$ cat config.mk
export PLATFORM = sky130hd
export DESIGN_NAME = pcr_config_regs
export DESIGN_NICKNAME = d
export VERILOG_FILES = /design/src/verilog/pcr_pkg.sv /design/src/verilog/pcr_config_regs.sv
export VERILOG_INCLUDE_DIRS = /design/src /design/src/verilog
export SDC_FILE = /design/constraint.sdc
export NUM_CORES = 1
export LEC_CHECK = 0
export BUFFER_PORTS_ARGS = -buffer_cell sky130_fd_sc_hd__buf_2
export CAP_MARGIN = 30
export CORE_AREA = 2 2 99 101
export CTS_BUF_LIST = sky130_fd_sc_hd__clkbuf_8
export DETAILED_ROUTE_END_ITERATION = 8
export DIE_AREA = 0 0 101 103
export PLACE_DENSITY = 0.81
export SLEW_MARGIN = 20
export SYNTH_ARGS = -nofsm -noshare
export SYNTH_HDL_FRONTEND = slang
export SYNTH_SLANG_ARGS = --single-unit
$ cat constraint.sdc
create_clock -name clk -period 5.75 [get_ports clk]
set_input_delay 0.2875 -clock clk [delete_from_list [all_inputs] [get_ports clk]]
set_output_delay 0.2875 -clock clk [all_outputs]
set_load 0.005 [all_outputs]
$ cat src/verilog/pcr_defs.svh
// offsets, field positions, reset values and counts of the synthesizer setup
`ifndef PCR_DEFS_SVH
`define PCR_DEFS_SVH

// register addresses carried in the serial frame
`define PCR_ADDR_STROBE   6'h00
`define PCR_ADDR_BLOCK    6'h01
`define PCR_ADDR_DRIVE    6'h02
`define PCR_ADDR_REFPATH  6'h03
`define PCR_ADDR_PRESC    6'h04
`define PCR_ADDR_PFD      6'h05
`define PCR_ADDR_PFDDEL   6'h06
`define PCR_ADDR_PUMP     6'h07

// reset values of the stored fields
`define PCR_RST_BLOCK     16'hFE9B
`define PCR_RST_DRIVE     2'h3
`define PCR_RST_REFPATH   17'h08001
`define PCR_RST_PRESC     1'h0
`define PCR_RST_PFD       3'h6
`define PCR_RST_PFDDEL    3'h2
`define PCR_RST_PUMP      10'h210

// block enable field positions
`define PCR_BLK_VCOBUF    0
`define PCR_BLK_BIAS      1
`define PCR_BLK_RDIV_EN   2
`define PCR_BLK_XMUX_CLK  3
`define PCR_BLK_RDIV_CLK  4
`define PCR_BLK_SQ_CLK    5
`define PCR_BLK_SIN_CLK   6
`define PCR_BLK_SQ_BUF    7
`define PCR_BLK_SIN_BUF   8
`define PCR_BLK_MOD_CLK   9
`define PCR_BLK_PRESC     10
`define PCR_BLK_LKD_DIG   11
`define PCR_BLK_PUMP      12
`define PCR_BLK_MOD_RUN   13
`define PCR_BLK_LKD_RUN   14
`define PCR_BLK_CSP       15

// output driver force, reference path, phase detector, pump fields
`define PCR_DRV_VAL       0
`define PCR_DRV_FORCE     1
`define PCR_RP_RATIO_HI   13
`define PCR_RP_SEL        14
`define PCR_RP_AUTO       15
`define PCR_RP_SIN        16
`define PCR_RATIO_ONE     14'h0001
`define PCR_PFD_INV       0
`define PCR_PFD_UP        1
`define PCR_PFD_DN        2
`define PCR_PUMP_UP_HI    4
`define PCR_PUMP_DN_LO    5
`define PCR_STR_SWRST     0

// prescaler low time in oscillator cycles
`define PCR_PRESC_LOW_SHORT 6'h0F
`define PCR_PRESC_LOW_LONG  6'h2F

// serial frame bit counts (count before the current rising edge)
`define PCR_CNT_FLAG      6'h00
`define PCR_CNT_ADDR_LAST 6'h06
`define PCR_CNT_DATA_1ST  6'h07
`define PCR_CNT_DATA_LAST 6'h1E
`define PCR_CNT_DONE      6'h1F

`endif

$ cat src/verilog/pcr_pkg.sv
// types of the synthesizer setup register bank
package pcr_pkg;

  // whole state of the register bank and its serial port
  typedef struct packed {
    logic        sclk_q;
    logic [5:0]  bit_cnt;
    logic        rw;
    logic        read_act;
    logic [5:0]  addr;
    logic [23:0] wdata;
    logic [23:0] out_sr;
    logic        sdo;
    logic [15:0] blk;
    logic [1:0]  drv;
    logic [16:0] rpath;
    logic        pdut;
    logic [2:0]  pfd;
    logic [2:0]  pdel;
    logic [9:0]  pump;
  } pcr_state_t;

endpackage
$ cat src/verilog/pcr_config_regs.sv
// serial-programmed configuration register bank of the synthesizer loop
// Overview of operation
// bias bit low disables whole loop
// divider enable low holds divider reset
// bit 9 picks modulator clock source
// pump enable low tristates pump output
// modulator runs only while bit 13 set
// lock detect runs only while bit 14
// bit 15 enables cycle slip prevention
// bit 11 enables digital lock detect gating
// bits 3-6 gate reference clocks to logic
// buffer enables qualified by sine select
// force bit makes driver follow value
// otherwise driver on only during reads
// 14-bit ratio divides when enabled, selected
// software keeps ratio nonzero, two upward
// select bit routes through or bypasses
// auto mode bypasses only at ratio one
// bit 16 selects sine reference input
// duty bit stretches prescaler low time
// bit 0 inverts phase detector polarity
// bits 1,2 mask up/down detector outputs
// 3-bit delay setpoint for detector reset
// two 5-bit pump current codes
// frame: flag, six address, 24 data
// strobe bit returns registers to default
// undefined bits ignored, read as zero
`timescale 1ns/1ps
`default_nettype none
`include "pcr_defs.svh"

module pcr_config_regs (
  // clock and reset
  input  wire logic       clk,
  input  wire logic       sys_rst,
  // four-wire serial port
  input  wire logic       sen,
  input  wire logic       sclk,
  input  wire logic       sdi,
  output logic            lock_or_serial_out_pin_o,
  output logic            lock_or_serial_out_pin_oe_n,
  // bias, oscillator and prescaler controls
  output logic            bias_on,
  output logic            vco_buffer_on,
  output logic            prescaler_bias_on,
  output logic            prescaler_long_low,
  output logic [5:0]      prescaler_low_cycles,
  // reference path controls
  output logic            ref_div_run,
  output logic            ref_use_divider,
  output logic [13:0]     ref_div_ratio,
  output logic            ref_sine_select,
  output logic            square_buffer_on,
  output logic            sine_buffer_on,
  output logic [3:0]      ref_clk_gates,
  // modulator, lock detect and phase detector controls
  output logic            mod_clk_from_vco,
  output logic            modulator_run,
  output logic            lock_detect_run,
  output logic            lock_detect_dig_on,
  output logic            cycle_slip_prevention,
  output logic            pd_invert,
  output logic            pd_up_pass,
  output logic            pd_down_pass,
  output logic [2:0]      pd_delay_sel,
  // charge pump controls
  output logic            pump_output_on,
  output logic [4:0]      pump_up_current,
  output logic [4:0]      pump_down_current
);

  localparam pcr_pkg::pcr_state_t RST_STATE = '{
    sclk_q:   1'b0,
    bit_cnt:  6'h00,
    rw:       1'b0,
    read_act: 1'b0,
    addr:     6'h00,
    wdata:    24'h000000,
    out_sr:   24'h000000,
    sdo:      1'b0,
    blk:      `PCR_RST_BLOCK,
    drv:      `PCR_RST_DRIVE,
    rpath:    `PCR_RST_REFPATH,
    pdut:     `PCR_RST_PRESC,
    pfd:      `PCR_RST_PFD,
    pdel:     `PCR_RST_PFDDEL,
    pump:     `PCR_RST_PUMP
  };

  pcr_pkg::pcr_state_t s_ff;
  pcr_pkg::pcr_state_t nxt_s;
  logic                sclk_rise;
  logic [23:0]         frame_word;

  // read-back word of one register, undefined bits zero
  function automatic logic [23:0] read_word(
    input logic [5:0]          a,
    input pcr_pkg::pcr_state_t st
  );
    logic [23:0] w;
    w = 24'h000000;
    unique case (a)
      `PCR_ADDR_BLOCK:   w = {8'h00, st.blk};
      `PCR_ADDR_DRIVE:   w = {22'h000000, st.drv};
      `PCR_ADDR_REFPATH: w = {7'h00, st.rpath};
      `PCR_ADDR_PRESC:   w = {23'h000000, st.pdut};
      `PCR_ADDR_PFD:     w = {21'h000000, st.pfd};
      `PCR_ADDR_PFDDEL:  w = {21'h000000, st.pdel};
      `PCR_ADDR_PUMP:    w = {14'h0000, st.pump};
      default:           w = 24'h000000;
    endcase
    return w;
  endfunction

  // inputs are synchronous, so an edge is seen against the last sample
  assign sclk_rise  = sclk & ~s_ff.sclk_q;
  assign frame_word = {s_ff.wdata[22:0], sdi};

  // serial frame decode and register updates
  always_comb begin
    nxt_s        = s_ff;
    nxt_s.sclk_q = sclk;
    if (!sen) begin
      // frame ends whenever the enable drops
      nxt_s.bit_cnt  = 6'h00;
      nxt_s.read_act = 1'b0;
    end else if (sclk_rise) begin
      if (s_ff.bit_cnt != `PCR_CNT_DONE) begin
        nxt_s.bit_cnt = s_ff.bit_cnt + 6'h01;
      end
      // first edge: read/write flag
      if (s_ff.bit_cnt == `PCR_CNT_FLAG) begin
        nxt_s.rw       = sdi;
        nxt_s.read_act = sdi;
      end else if (s_ff.bit_cnt <= `PCR_CNT_ADDR_LAST) begin
        nxt_s.addr = {s_ff.addr[4:0], sdi};
      end else if (s_ff.bit_cnt <= `PCR_CNT_DATA_LAST) begin
        nxt_s.wdata = frame_word;
      end
      // address complete: fetch the read word
      if (s_ff.bit_cnt == `PCR_CNT_ADDR_LAST) begin
        nxt_s.out_sr = read_word({s_ff.addr[4:0], sdi}, s_ff);
      end
      // read data leaves msb first, one bit per rising edge
      if (s_ff.rw && s_ff.bit_cnt >= `PCR_CNT_DATA_1ST &&
          s_ff.bit_cnt <= `PCR_CNT_DATA_LAST) begin
        nxt_s.sdo    = s_ff.out_sr[23];
        nxt_s.out_sr = {s_ff.out_sr[22:0], 1'b0};
      end
      // last data bit of a write frame commits the word
      if (!s_ff.rw && s_ff.bit_cnt == `PCR_CNT_DATA_LAST) begin
        unique case (s_ff.addr)
          `PCR_ADDR_STROBE: begin
            if (frame_word[`PCR_STR_SWRST]) begin
              nxt_s.blk   = `PCR_RST_BLOCK;
              nxt_s.drv   = `PCR_RST_DRIVE;
              nxt_s.rpath = `PCR_RST_REFPATH;
              nxt_s.pdut  = `PCR_RST_PRESC;
              nxt_s.pfd   = `PCR_RST_PFD;
              nxt_s.pdel  = `PCR_RST_PFDDEL;
              nxt_s.pump  = `PCR_RST_PUMP;
            end
          end
          `PCR_ADDR_BLOCK:   nxt_s.blk   = frame_word[15:0];
          `PCR_ADDR_DRIVE:   nxt_s.drv   = frame_word[1:0];
          `PCR_ADDR_REFPATH: nxt_s.rpath = frame_word[16:0];
          `PCR_ADDR_PRESC:   nxt_s.pdut  = frame_word[0];
          `PCR_ADDR_PFD:     nxt_s.pfd   = frame_word[2:0];
          `PCR_ADDR_PFDDEL:  nxt_s.pdel  = frame_word[2:0];
          `PCR_ADDR_PUMP:    nxt_s.pump  = frame_word[9:0];
          default: begin
          end
        endcase
      end
    end
  end

  // state register
  always_ff @(posedge clk) begin
    if (sys_rst) begin
      s_ff <= RST_STATE;
    end else begin
      s_ff <= nxt_s;
    end
  end

  // output pin driver: forced, else only during a read
  always_comb begin
    lock_or_serial_out_pin_o = s_ff.sdo;
    if (s_ff.drv[`PCR_DRV_FORCE]) begin
      lock_or_serial_out_pin_oe_n = ~s_ff.drv[`PCR_DRV_VAL];
    end else begin
      lock_or_serial_out_pin_oe_n = ~s_ff.read_act;
    end
  end

  // bias gates every loop block
  assign bias_on            = s_ff.blk[`PCR_BLK_BIAS];
  assign vco_buffer_on      = bias_on & s_ff.blk[`PCR_BLK_VCOBUF];
  assign prescaler_bias_on  = bias_on & s_ff.blk[`PCR_BLK_PRESC];
  assign prescaler_long_low = s_ff.pdut;
  assign prescaler_low_cycles = s_ff.pdut ? `PCR_PRESC_LOW_LONG :
                                            `PCR_PRESC_LOW_SHORT;

  // reference divider: held in reset means bypassed
  assign ref_div_run     = bias_on & s_ff.blk[`PCR_BLK_RDIV_EN];
  assign ref_div_ratio   = s_ff.rpath[`PCR_RP_RATIO_HI:0];
  assign ref_use_divider = ref_div_run &
    (s_ff.rpath[`PCR_RP_AUTO] ? (ref_div_ratio != `PCR_RATIO_ONE)
                              : s_ff.rpath[`PCR_RP_SEL]);
  assign ref_sine_select = s_ff.rpath[`PCR_RP_SIN];
  assign square_buffer_on = bias_on & s_ff.blk[`PCR_BLK_SQ_BUF] &
                            ~ref_sine_select;
  assign sine_buffer_on   = bias_on & s_ff.blk[`PCR_BLK_SIN_BUF] &
                            ref_sine_select;
  // reference clock gates: sine, square, divided, muxed
  assign ref_clk_gates = {4{bias_on}} &
                         s_ff.blk[`PCR_BLK_SIN_CLK:`PCR_BLK_XMUX_CLK];

  // modulator, lock detect and phase detector
  assign mod_clk_from_vco   = s_ff.blk[`PCR_BLK_MOD_CLK];
  assign modulator_run      = bias_on & s_ff.blk[`PCR_BLK_MOD_RUN];
  assign lock_detect_run    = bias_on & s_ff.blk[`PCR_BLK_LKD_RUN];
  assign lock_detect_dig_on = bias_on & s_ff.blk[`PCR_BLK_LKD_DIG];
  assign cycle_slip_prevention = bias_on & s_ff.blk[`PCR_BLK_CSP];
  assign pd_invert    = s_ff.pfd[`PCR_PFD_INV];
  assign pd_up_pass   = bias_on & s_ff.pfd[`PCR_PFD_UP];
  assign pd_down_pass = bias_on & s_ff.pfd[`PCR_PFD_DN];
  assign pd_delay_sel = s_ff.pdel;

  // charge pump: disabled output is high impedance in the analog
  assign pump_output_on    = bias_on & s_ff.blk[`PCR_BLK_PUMP];
  assign pump_up_current   = s_ff.pump[`PCR_PUMP_UP_HI:0];
  assign pump_down_current = s_ff.pump[9:`PCR_PUMP_DN_LO];
endmodule
`default_nettype wire

# Word level (Yosys, flattened, before mapping)
# Index checks and enable logic that the tools add are counted.
[classes]
add_sub_neg = 1
n_lt_le_gt_ge = 3
n_eq_ne = 19
n_mux = 14
n_bitwise = 24
reduce_logical = 29
[ops]
columns = ["cell", "n"]
rows = [
  ["case mux 17 bit (7 select lines)", 1],
  ["== test 6 x 3 -> 1 bit (second input constant)", 9],
  ["two-way mux 52 bit", 1],
  ["AND reduction 5 bit", 8],
  ["case mux 17 bit (2 select lines)", 1],
  ["case mux 16 bit (2 select lines)", 1],
  ["two-way mux 25 bit", 1],
  ["== test 6 x 2 -> 1 bit (second input constant)", 4],
  ["two-way mux 24 bit", 1],
  ["case mux 10 bit (2 select lines)", 1],
  ["bitwise AND 1 bit", 16],
  ["nonzero test 2 bit", 8],
  ["inequality test 14 x 1 -> 1 bit (second input constant)", 1],
  ["== test 6 x 1 -> 1 bit (second input constant)", 2],
  ["zero test 6 bit", 2],
  ["case mux 3 bit (2 select lines)", 2],
  ["AND reduction 3 bit", 3],
  ["NOT 1 bit", 7],
  ["adder 6 x 1 -> 6 bit (second input constant)", 1],
  ["== test 6 x 5 -> 1 bit (second input constant)", 1],
  [">= comparator 6 x 3 -> 1 bit (second input constant)", 1],
  ["<= comparator 6 x 3 -> 1 bit (second input constant)", 1],
  ["<= comparator 6 x 5 -> 1 bit (second input constant)", 1],
  ["two-way mux 6 bit", 1],
  ["other kinds (11)", 15],
]
[word_totals]
reg_bits = 108
input_bits = 5
out_inout_bits = 57
word_cells = 105

# Logic depth before layout (Yosys ltp)
# Gate-level depths: netlist (run 1).
[depth]
ltp_word = 5
mapped_depth = 8
mapped_depth_nobuf = 6

# Worst setup path before layout (run 1)
# OpenSTA, ideal clock, no wires.
[synth_timing]
kind = "flip-flop to flip-flop"
from = "register s_ff[103] (netlist bit)"
to = "register s_ff[36] (netlist bit)"
setup_time_ns = 0.117
arrival_time_ns = 2.260
required_ns = 5.633
slack_ns = 3.373
path_stages_with_launch = 8
path_buffers = 3
period_less_slack_ns = 2.377
cell_sequence = "dfxtp_1 -> buf_6 -> or4_4 -> or4_1 -> buf_4 -> or3_1 -> buf_6 -> o22a_1"
[synth_between]
elab_chain_len = 3
elab_cells_between_ends = 6
cone_classes = "eq/ne (2); mux (1); reduce/logical (3)"
[synth_lines]
columns = ["item", "line_no", "source"]
rows = [
  ["start, declared", "pcr_config_regs.sv:90", "pcr_pkg::pcr_state_t s_ff;"],
  ["start signal, assigned", "pcr_config_regs.sv:183", "s_ff <= nxt_s;"],
  ["== test 6 x 1 -> 1 bit / zero test 6 bit (equally long branches)", "pcr_config_regs.sv:152", "unique case (s_ff.addr)"],
  ["nonzero test 2 bit (no source line) / inequality test 2 bit (equally long branches)", "n/a", ""],
  ["AND reduction 5 bit (no source line)", "n/a", ""],
]
# Parallel ways exist; a longest one is shown, timed or not.
# A chain may end at the register's enable or synchronous reset.

# Worst setup path in the final report (run 1)
# Ends and elaborated chain as after synthesis.

==> results of run 1 <==
critical path, cell delays in order (launching register included):
cell	delay, ns
dfxtp_1	0.41
or4_4	0.56
or4_1	0.73
or3_1	0.57
o22a_1	0.23
cells in the mapped netlist (6+ instances only):
cell type  instances
mux2_2            16
nor3_1            13
a22o_1            34
nand2_1           28
a31oi_1            9
and3_1             6
o21ai_0           36
clkbuf_1          22
inv_1             12
mux2i_1           29
dfxtp_1          108
a22oi_1           10
buf_4             35
nor2_1            52
and2_1            16
nand3_1            8
a21oi_1           23
o22a_1             9
sequential cells by signal, summed over array words and instances (netlist names), 3 cells and up:
name / cells
s_ff: 59
frame_word: 16
ref_div_ratio: 14
pump_down_current: 5
pump_up_current: 5
pd_delay_sel: 3
final cells by class:
| type | instances | area (sq um) |
|---|---|---|
| clock buffer | 9 | 124 |
| sequential | 108 | 2160 |
| multi-input combinational | 363 | 2430 |
| tap | 114 | 143 |
| timing repair buffer | 63 | 353 |
| fill | 843 | 4120 |
| clock inverter | 7 | 86.3 |
| inverter | 12 | 45.0 |
through the flow:
step / instance area [sq um] / worst slack, ns / util
after floorplan: 5030 / 3.37 / -
after global placement: 5090 / 3.18 / 0.538
after detailed placement: 5100 / 3.09 / 0.539
after CTS: 5310 / 3.12 / 0.561
after global routing: 5340 / 3.02 / 0.565
final: 5340 / 3.15 / 0.565
logic make-up (layout without fill, tap and decap cells):
group | count (synthesis) | after routing | share of synthesized area
AND/OR/NAND/NOR | 157 | 157 | 0.161
AO/OA/AOI/OAI | 145 | 145 | 0.201
multiplexers | 46 | 46 | 0.0981
other | 2 | 5 | 0.00149
XOR/XNOR | 7 | 7 | 0.0122
adder cells (fa/ha/maj) | 3 | 3 | 0.00747
flip-flops | 108 | 108 | 0.430
buffers and inverters | 78 | 91 | 0.0882
routing by layer:
metal / track usage / up-vias
met5: 0 / -
li1: - / 1958
met2: 0.388 / 170
met3: 0.0529 / 29
met4: 0.0873 / 0
met1: 0.291 / 1999
power by group through the flow:
stage               clock, W  combinational (W)  sequential, W
finish              0.000467          0.0000475       0.000751
global route        0.000503          0.0000522       0.000751
CTS                 0.000473          0.0000440       0.000751
detailed placement         0          0.0000438       0.000768
global placement           0          0.0000423       0.000768
floorplan                  0          0.0000352       0.000767
path summary, 6_finish.rpt:
| path | from | endpoint | cells after the start |
|---|---|---|---|
| hold / removal | sclk | s_ff[115] | 2 |
| hold reg to reg | s_ff[76] | lock_or_serial_out_pin_o | 2 |
| setup / recovery | s_ff[103] | s_ff[36] | 4 |
| setup reg to reg | s_ff[103] | s_ff[36] | 4 |
==> impl_metrics.ini, run 1 <==
[status]
status = finished clean

[critical_path]
cp_data_arrival_time_ns = 2.87
criticalPathCategory = reg -> reg
critPathLaunchType = flip-flop
critPathMaxFanout = 10
critPathRequiredTime_ns = 6.02
endpoint_kind = flip-flop
regToRegSetupSlack_ns = 3.15

[global_routing]
first_global_vias = 3824
track_usage = 0.231
grt_first_pass_wirelength_microns = 19000
grt_max_degree = 52
grt-ovfl-total = 0
antenna_found_initial = 0

[cts]
root_buffer = clkbuf_8
clk_path_buf_depth = 2
clk_latency_ns = 0.39
cts_tree = yes
htreeDepth = 3
hold_buffers = 0
postCtsSetupBuffers = 0
cts.reportedPaths.clkPinSlew_ns = 0.11
cts.repair.resized = 0
cts_buffers = 9
cts_sinks = 108

[timing]
fin_setup_tns_ns = 0
rsz0062_at_grt = false
hold_viol_final = 0
skew_ns = 0.0211
setup_viol = 0
max_freq_ghz = 0.384
tightest_slew_ns = 1.05
fin_hold_ws_ns = 0.154
slew_violations = 0
max_slew_margin = 0.302
period_needed_ns = 2.60
period_share = 0.453

[detailed_routing]
routed.top_layer = met4
drtIter0Drc = 283
detail-route-antenna-nets = 0
avgViaCountPerCell = 6.15
dr_wl_met2_microns = 5730
drtPass1Iterations = 5
via_count = 4156
drcViolationCount = 0
wire_per_inst_microns = 17.5
drt-total-wl_microns = 11900
wl_met3_microns = 776
wl_met1_microns = 5050

[floorplan]
dieArea_sq_um = 10400
num_rows = 36
coreArea_sq_um = 9460
ios = 62
die_h_microns = 103
start_util = 0.531
die_w_microns = 101

[finish]
diodes = 0
final_cell_mix = dfxtp_1 (108), buf_2 (56), nor2_1 (52)
drive_above_1_share = 0.189
final_cells = 676
syn_to_final_growth_pct = 6.35
nNetsFinal = 565
layout_commonest_cell = dfxtp_1

[synth]
netlist.area_leader.share = 0.430
synth-seq-cells = 108
synth_area_leader_cell = dfxtp_1
ys.flop_type = dfxtp_1
yosys-top-cells-area = dfxtp_1 (43%), a22o_1 (5.9%), mux2i_1 (5.8%)
syn_area_sq_um = 5020
synth-edff-count = 0
ys_types = 58
ys_seq_area_frac = 0.430
syn_inst = 546
ys_warn_count = 0
syn_area_per_cell_sq_um = 9.20
synthArstFlopShare = 0

[placement]
portBuffers = 56
place.gp.congestion = 0.909
dpl.cell_count = 658
hpwl_microns = 8350

[power]
pwr-share-comb = 0.038
switching_share = 0.258
power.net_switching_w = 0.000327
internal_power_w = 0.000938
power.total_w = 0.00127
p_leak_nw = 2.30
p_clk_frac = 0.369
ir_drop_mv = 0.157
seqPwrFrac = 0.593
p_per_area_nw_per_um2 = 237

[job]
drv_cap = 0

[min_path]
hp-class = in -> reg
(Power assumes the default switching activity.)
==> run 2: changes to the inputs <==
Clock period 5.75 ns to 2.6 ns, I/O delays scaled along.
==> run 2 against run 1 <==
Compared with the run above:
- critical path depth grew 1
- register-to-register slack lost 2.9 ns
- global-route usage grew 0.94 points
- sequential power grew 120%
- setup slack lost 2.9 ns
- core utilization grew 0.73 points
- sequential cell count is the same
- final cell count grew 1.5%
==> impl_metrics.ini, run 2 (synthesized netlist as in run 1, its figures left out) <==
[global_routing]
grt-ovfl-total = 0
first_global_vias = 3924
antenna_found_initial = 0
grt_first_pass_wirelength_microns = 19600
track_usage = 0.240
grt_max_degree = 30

[cts]
cts_tree = yes
cts.reportedPaths.clkPinSlew_ns = 0.11
htreeDepth = 3
clk_path_buf_depth = 2
postCtsSetupBuffers = 0
clk_latency_ns = 0.39
cts_sinks = 108
root_buffer = clkbuf_8
hold_buffers = 0
cts_buffers = 9

[power]
p_leak_nw = 2.34
power.net_switching_w = 0.000721
seqPwrFrac = 0.595
p_per_area_nw_per_um2 = 516
pwr-share-comb = 0.036
power.total_w = 0.00279
ir_drop_mv = 0.300
internal_power_w = 0.00207
p_clk_frac = 0.368
switching_share = 0.259

[timing]
period_needed_ns = 2.38
fin_setup_tns_ns = 0
slew_violations = 0
setup_viol = 0
tightest_slew_ns = 0.650
max_freq_ghz = 0.420
rsz0062_at_grt = false
hold_viol_final = 0
max_slew_margin = 0.566
skew_ns = 0.0121
period_share = 0.916

[job]
drv_cap = 0

[detailed_routing]
avgViaCountPerCell = 6.07
wire_per_inst_microns = 17.8
drt-total-wl_microns = 12200
drcViolationCount = 0
via_count = 4165
drtIter0Drc = 286
drtPass1Iterations = 5
detail-route-antenna-nets = 0

[finish]
largest_reg_flops = 59
syn_to_final_growth_pct = 7.72
drive_above_1_share = 0.206
diodes = 0
nNetsFinal = 575
layout_commonest_cell = dfxtp_1
regMostFlops = s_ff
final_cell_mix = dfxtp_1 (108), buf_2 (56), nor2_1 (52)

[placement]
hpwl_microns = 8850
portBuffers = 56
place.gp.congestion = 0.891

[floorplan]
dieArea_sq_um = 10400
num_rows = 36
start_util = 0.531
coreArea_sq_um = 9460
die_h_microns = 103
ios = 62
die_w_microns = 101

[critical_path]
critPathMaxFanout = 7
critPathSlowestCell = or4_4
crit_path_cell_trace = or4_4, or4_4, buf_4, nor3_2, a2bb2oi_1
cpPeakStageDelay_ns = 0.61
endpoint_kind = flip-flop
crit_top_cell = or4_4
critPathRequiredTime_ns = 2.86
critPathLaunchType = flip-flop
criticalPathCategory = reg -> reg
cp_data_arrival_time_ns = 2.64

[status]
status = finished clean

[min_path]
hp-class = in -> reg
## run 2: changes by cell type in the layout (fill, tap and decap cells not counted), sizes merged
cell / previous run / this run
inv: 15 / 16
buf: 62 / 72
clkinv: 4 / 3
## run 2: per-layer routing
metal | vias to the layer above | global-route usage | share of wire
met5 | - | 0 | 0
met4 | 0 | 0.101 | 0.027
met3 | 30 | 0.0495 | 0.065
met2 | 159 | 0.404 | 0.49
met1 | 1994 | 0.303 | 0.41
li1 | 1982 | - | -
## run 2: final cells by class
class / instances / area (sq um)
Multi-Input combinational cell: 363 / 2440
Sequential cell: 108 / 2160
Clock buffer: 9 / 124
Clock inverter: 7 / 78.8
Timing Repair Buffer: 73 / 420
Inverter: 12 / 45.0
Tap cell: 114 / 143
Fill cell: 844 / 4050
## run 2: path summary, 6_finish.rpt
kind / from / end / slack (ns) / cells after the start
setup / recovery: s_ff[104] / s_ff[51] / 0.22 / 5
hold / removal: sclk / s_ff[115] / 0.01 / 2
setup reg to reg: s_ff[104] / s_ff[51] / 0.22 / 5
hold reg to reg: s_ff[76] / lock_or_serial_out_pin_o / 0.46 / 2
## run 2: timing repair
item,CTS,global route
setup endpoints to repair,0,2
resized for setup,0,2
endpoints found under the hold margin,0,0
## run 2: power groups by stage
stage	logic (W)	registers [W]	clock network, W
floorplan	0.0000778	0.00170	0
global placement	0.0000950	0.00170	0
detailed placement	0.0000971	0.00170	0
CTS	0.0000974	0.00166	0.00104
global route	0.000110	0.00166	0.00110
finish	0.000101	0.00166	0.00103
## run 2: worst max-delay path, delay by kind of cell, from the launching register on
| kind | cells | cell delay (ns) |
|---|---|---|
| flops | 1 | 0.38 |
| compound gates | 1 | 0.13 |
| simple gates | 3 | 1.57 |
| buf+inv | 1 | 0.18 |
## run 2: stage by stage
step	cells	area [sq um]	hold WS (ns)	utilization	setup slack, ns
2_1_floorplan	549	5030	0.258	-	0.223
3_5_place_dp	668	5180	0.416	0.548	0.105
5_1_grt	686	5410	0.0240	0.572	0.105
4_1_cts	684	5390	0.0100	0.570	0.0731
6_report	686	5410	0.0137	0.572	0.220
3_3_place_gp	668	5180	0.385	0.548	0.182
==> run 3: changes to the inputs <==
Settings changed: CORE_AREA 2 2 99 101 to 2 2 120 99, DIE_AREA 0 0 101 103 to 0 0 122 101, PLACE_DENSITY 0.81 to 0.71.
==> run 3 against run 2 <==
Compared with the run above:
- fmax shrank 1.6%
- final cell count up 5.0%
- die area up 18%
- sequential power about the same
- setup slack got worse by 0.039 ns
- combinational power about the same
- critical path depth is 1 lower
- global-route usage shrank 2.4 points
- routed wire length increased by 5.3%
- clock power about the same
==> impl_metrics.ini, run 3 (synthesized netlist as in run 1, its figures left out) <==
[cts]
postCtsSetupBuffers = 0
clk_path_buf_depth = 2
htreeDepth = 3
cts_buffers = 9
root_buffer = clkbuf_8
clk_latency_ns = 0.40
cts_sinks = 108
cts.reportedPaths.clkPinSlew_ns = 0.12
cts_tree = yes

[power]
ir_drop_mv = 0.294
power.total_w = 0.00282
p_per_area_nw_per_um2 = 516
p_leak_nw = 2.34

[timing]
fin_ws_ns = 0.180
rsz0062_at_grt = false
max_freq_ghz = 0.413
slew_violations = 0
period_needed_ns = 2.42
tightest_slew_ns = 1.09
skew_ns = 0.0172
max_slew_margin = 0.272
period_share = 0.931
hold_viol_final = 0
fin_setup_tns_ns = 0
setup_viol = 0

[critical_path]
critPathLaunchType = flip-flop
critPathRequiredTime_ns = 2.90
endpoint_kind = flip-flop
cp_data_arrival_time_ns = 2.72
criticalPathCategory = reg -> reg
regToRegSetupSlack_ns = 0.18
critPathMaxFanout = 9

[floorplan]
ios = 62
dieArea_sq_um = 12300
die_h_microns = 101
die_w_microns = 122
num_rows = 35
start_util = 0.450
coreArea_sq_um = 11200

[global_routing]
first_global_vias = 3929
antenna_found_initial = 0
track_usage = 0.216
grt-ovfl-total = 0
grt_first_pass_wirelength_microns = 20600
grt_max_degree = 28

[finish]
final_cell_mix = dfxtp_1 (108), buf_2 (56), nor2_1 (52)
drive_above_1_share = 0.203
fillers = 1051
largest_reg_flops = 59
nNetsFinal = 575
syn_to_final_growth_pct = 8.57
diodes = 0
final_cells = 720
layout_commonest_cell = dfxtp_1
regMostFlops = s_ff

[placement]
place.gp.congestion = 0.893
portBuffers = 56
dpl.cell_count = 703
pre_cts_ws_ns = 0.0857
hpwl_microns = 9200

[detailed_routing]
drtPass1Iterations = 5
drcViolationCount = 0
via_count = 4255
detail-route-antenna-nets = 0
drt-total-wl_microns = 12800
wire_per_inst_microns = 17.8
avgViaCountPerCell = 5.91
drtIter0Drc = 506

[min_path]
hp-class = in -> reg

[job]
drv_cap = 0

[status]
status = finished clean
run 3: layout make-up:
type,count,area [sq um],area share
Clock buffer,9,124,0.0227
Sequential cell,108,2160,0.396
Clock inverter,7,81.3,0.0149
Timing Repair Buffer,73,423,0.0775
Multi-Input combinational cell,363,2430,0.446
Inverter,12,45.0,0.00826
Tap cell,148,185,0.0340
run 3: metrics by stage:
step	utilization	area (sq um)	hold WS, ns
finish	0.488	5450	0.132
CTS	0.488	5450	0.123
floorplan	-	5030	0.258
global placement	0.468	5230	0.399
global route	0.488	5450	0.164
detailed placement	0.469	5240	0.401
run 3: critical path: stages, from the launching register on:
cell and delay [ns]:
dfxtp_1 0.38, or4_4 0.57, or4_4 0.60, or3_1 0.53, o22a_1 0.24
run 3: per-layer routing:
metal  track usage  part of all wire  vias to the layer above
li1              -                 -                     1980
met1         0.306              0.47                     2082
met2         0.315              0.44                      170
met3        0.0605             0.072                       23
met4        0.0752             0.018                        0
met5             0                 0                        -
run 3: path summary, 6_finish.rpt:
kind                                 from                       end  cells after the start
worst max-delay path            s_ff[104]                  s_ff[50]                      4
worst min-delay path                  sen                 s_ff[108]                      4
worst max register to register  s_ff[104]                  s_ff[50]                      4
worst min register to register   s_ff[76]  lock_or_serial_out_pin_o                      2
run 3: where the power goes:
part | switching, W | internal (W) | total [W]
sequential | 0.00000412 | 0.00166 | 0.00166
clock | 0.000666 | 0.000385 | 0.00105
combinational | 0.0000749 | 0.0000294 | 0.000104
total | 0.000745 | 0.00207 | 0.00282
run 3: timing repair:
action | CTS | global route
hold endpoints to repair | 1 | 0
gates resized for setup | 0 | 1
hold buffers | 1 | 0
setup endpoints to repair | 0 | 13
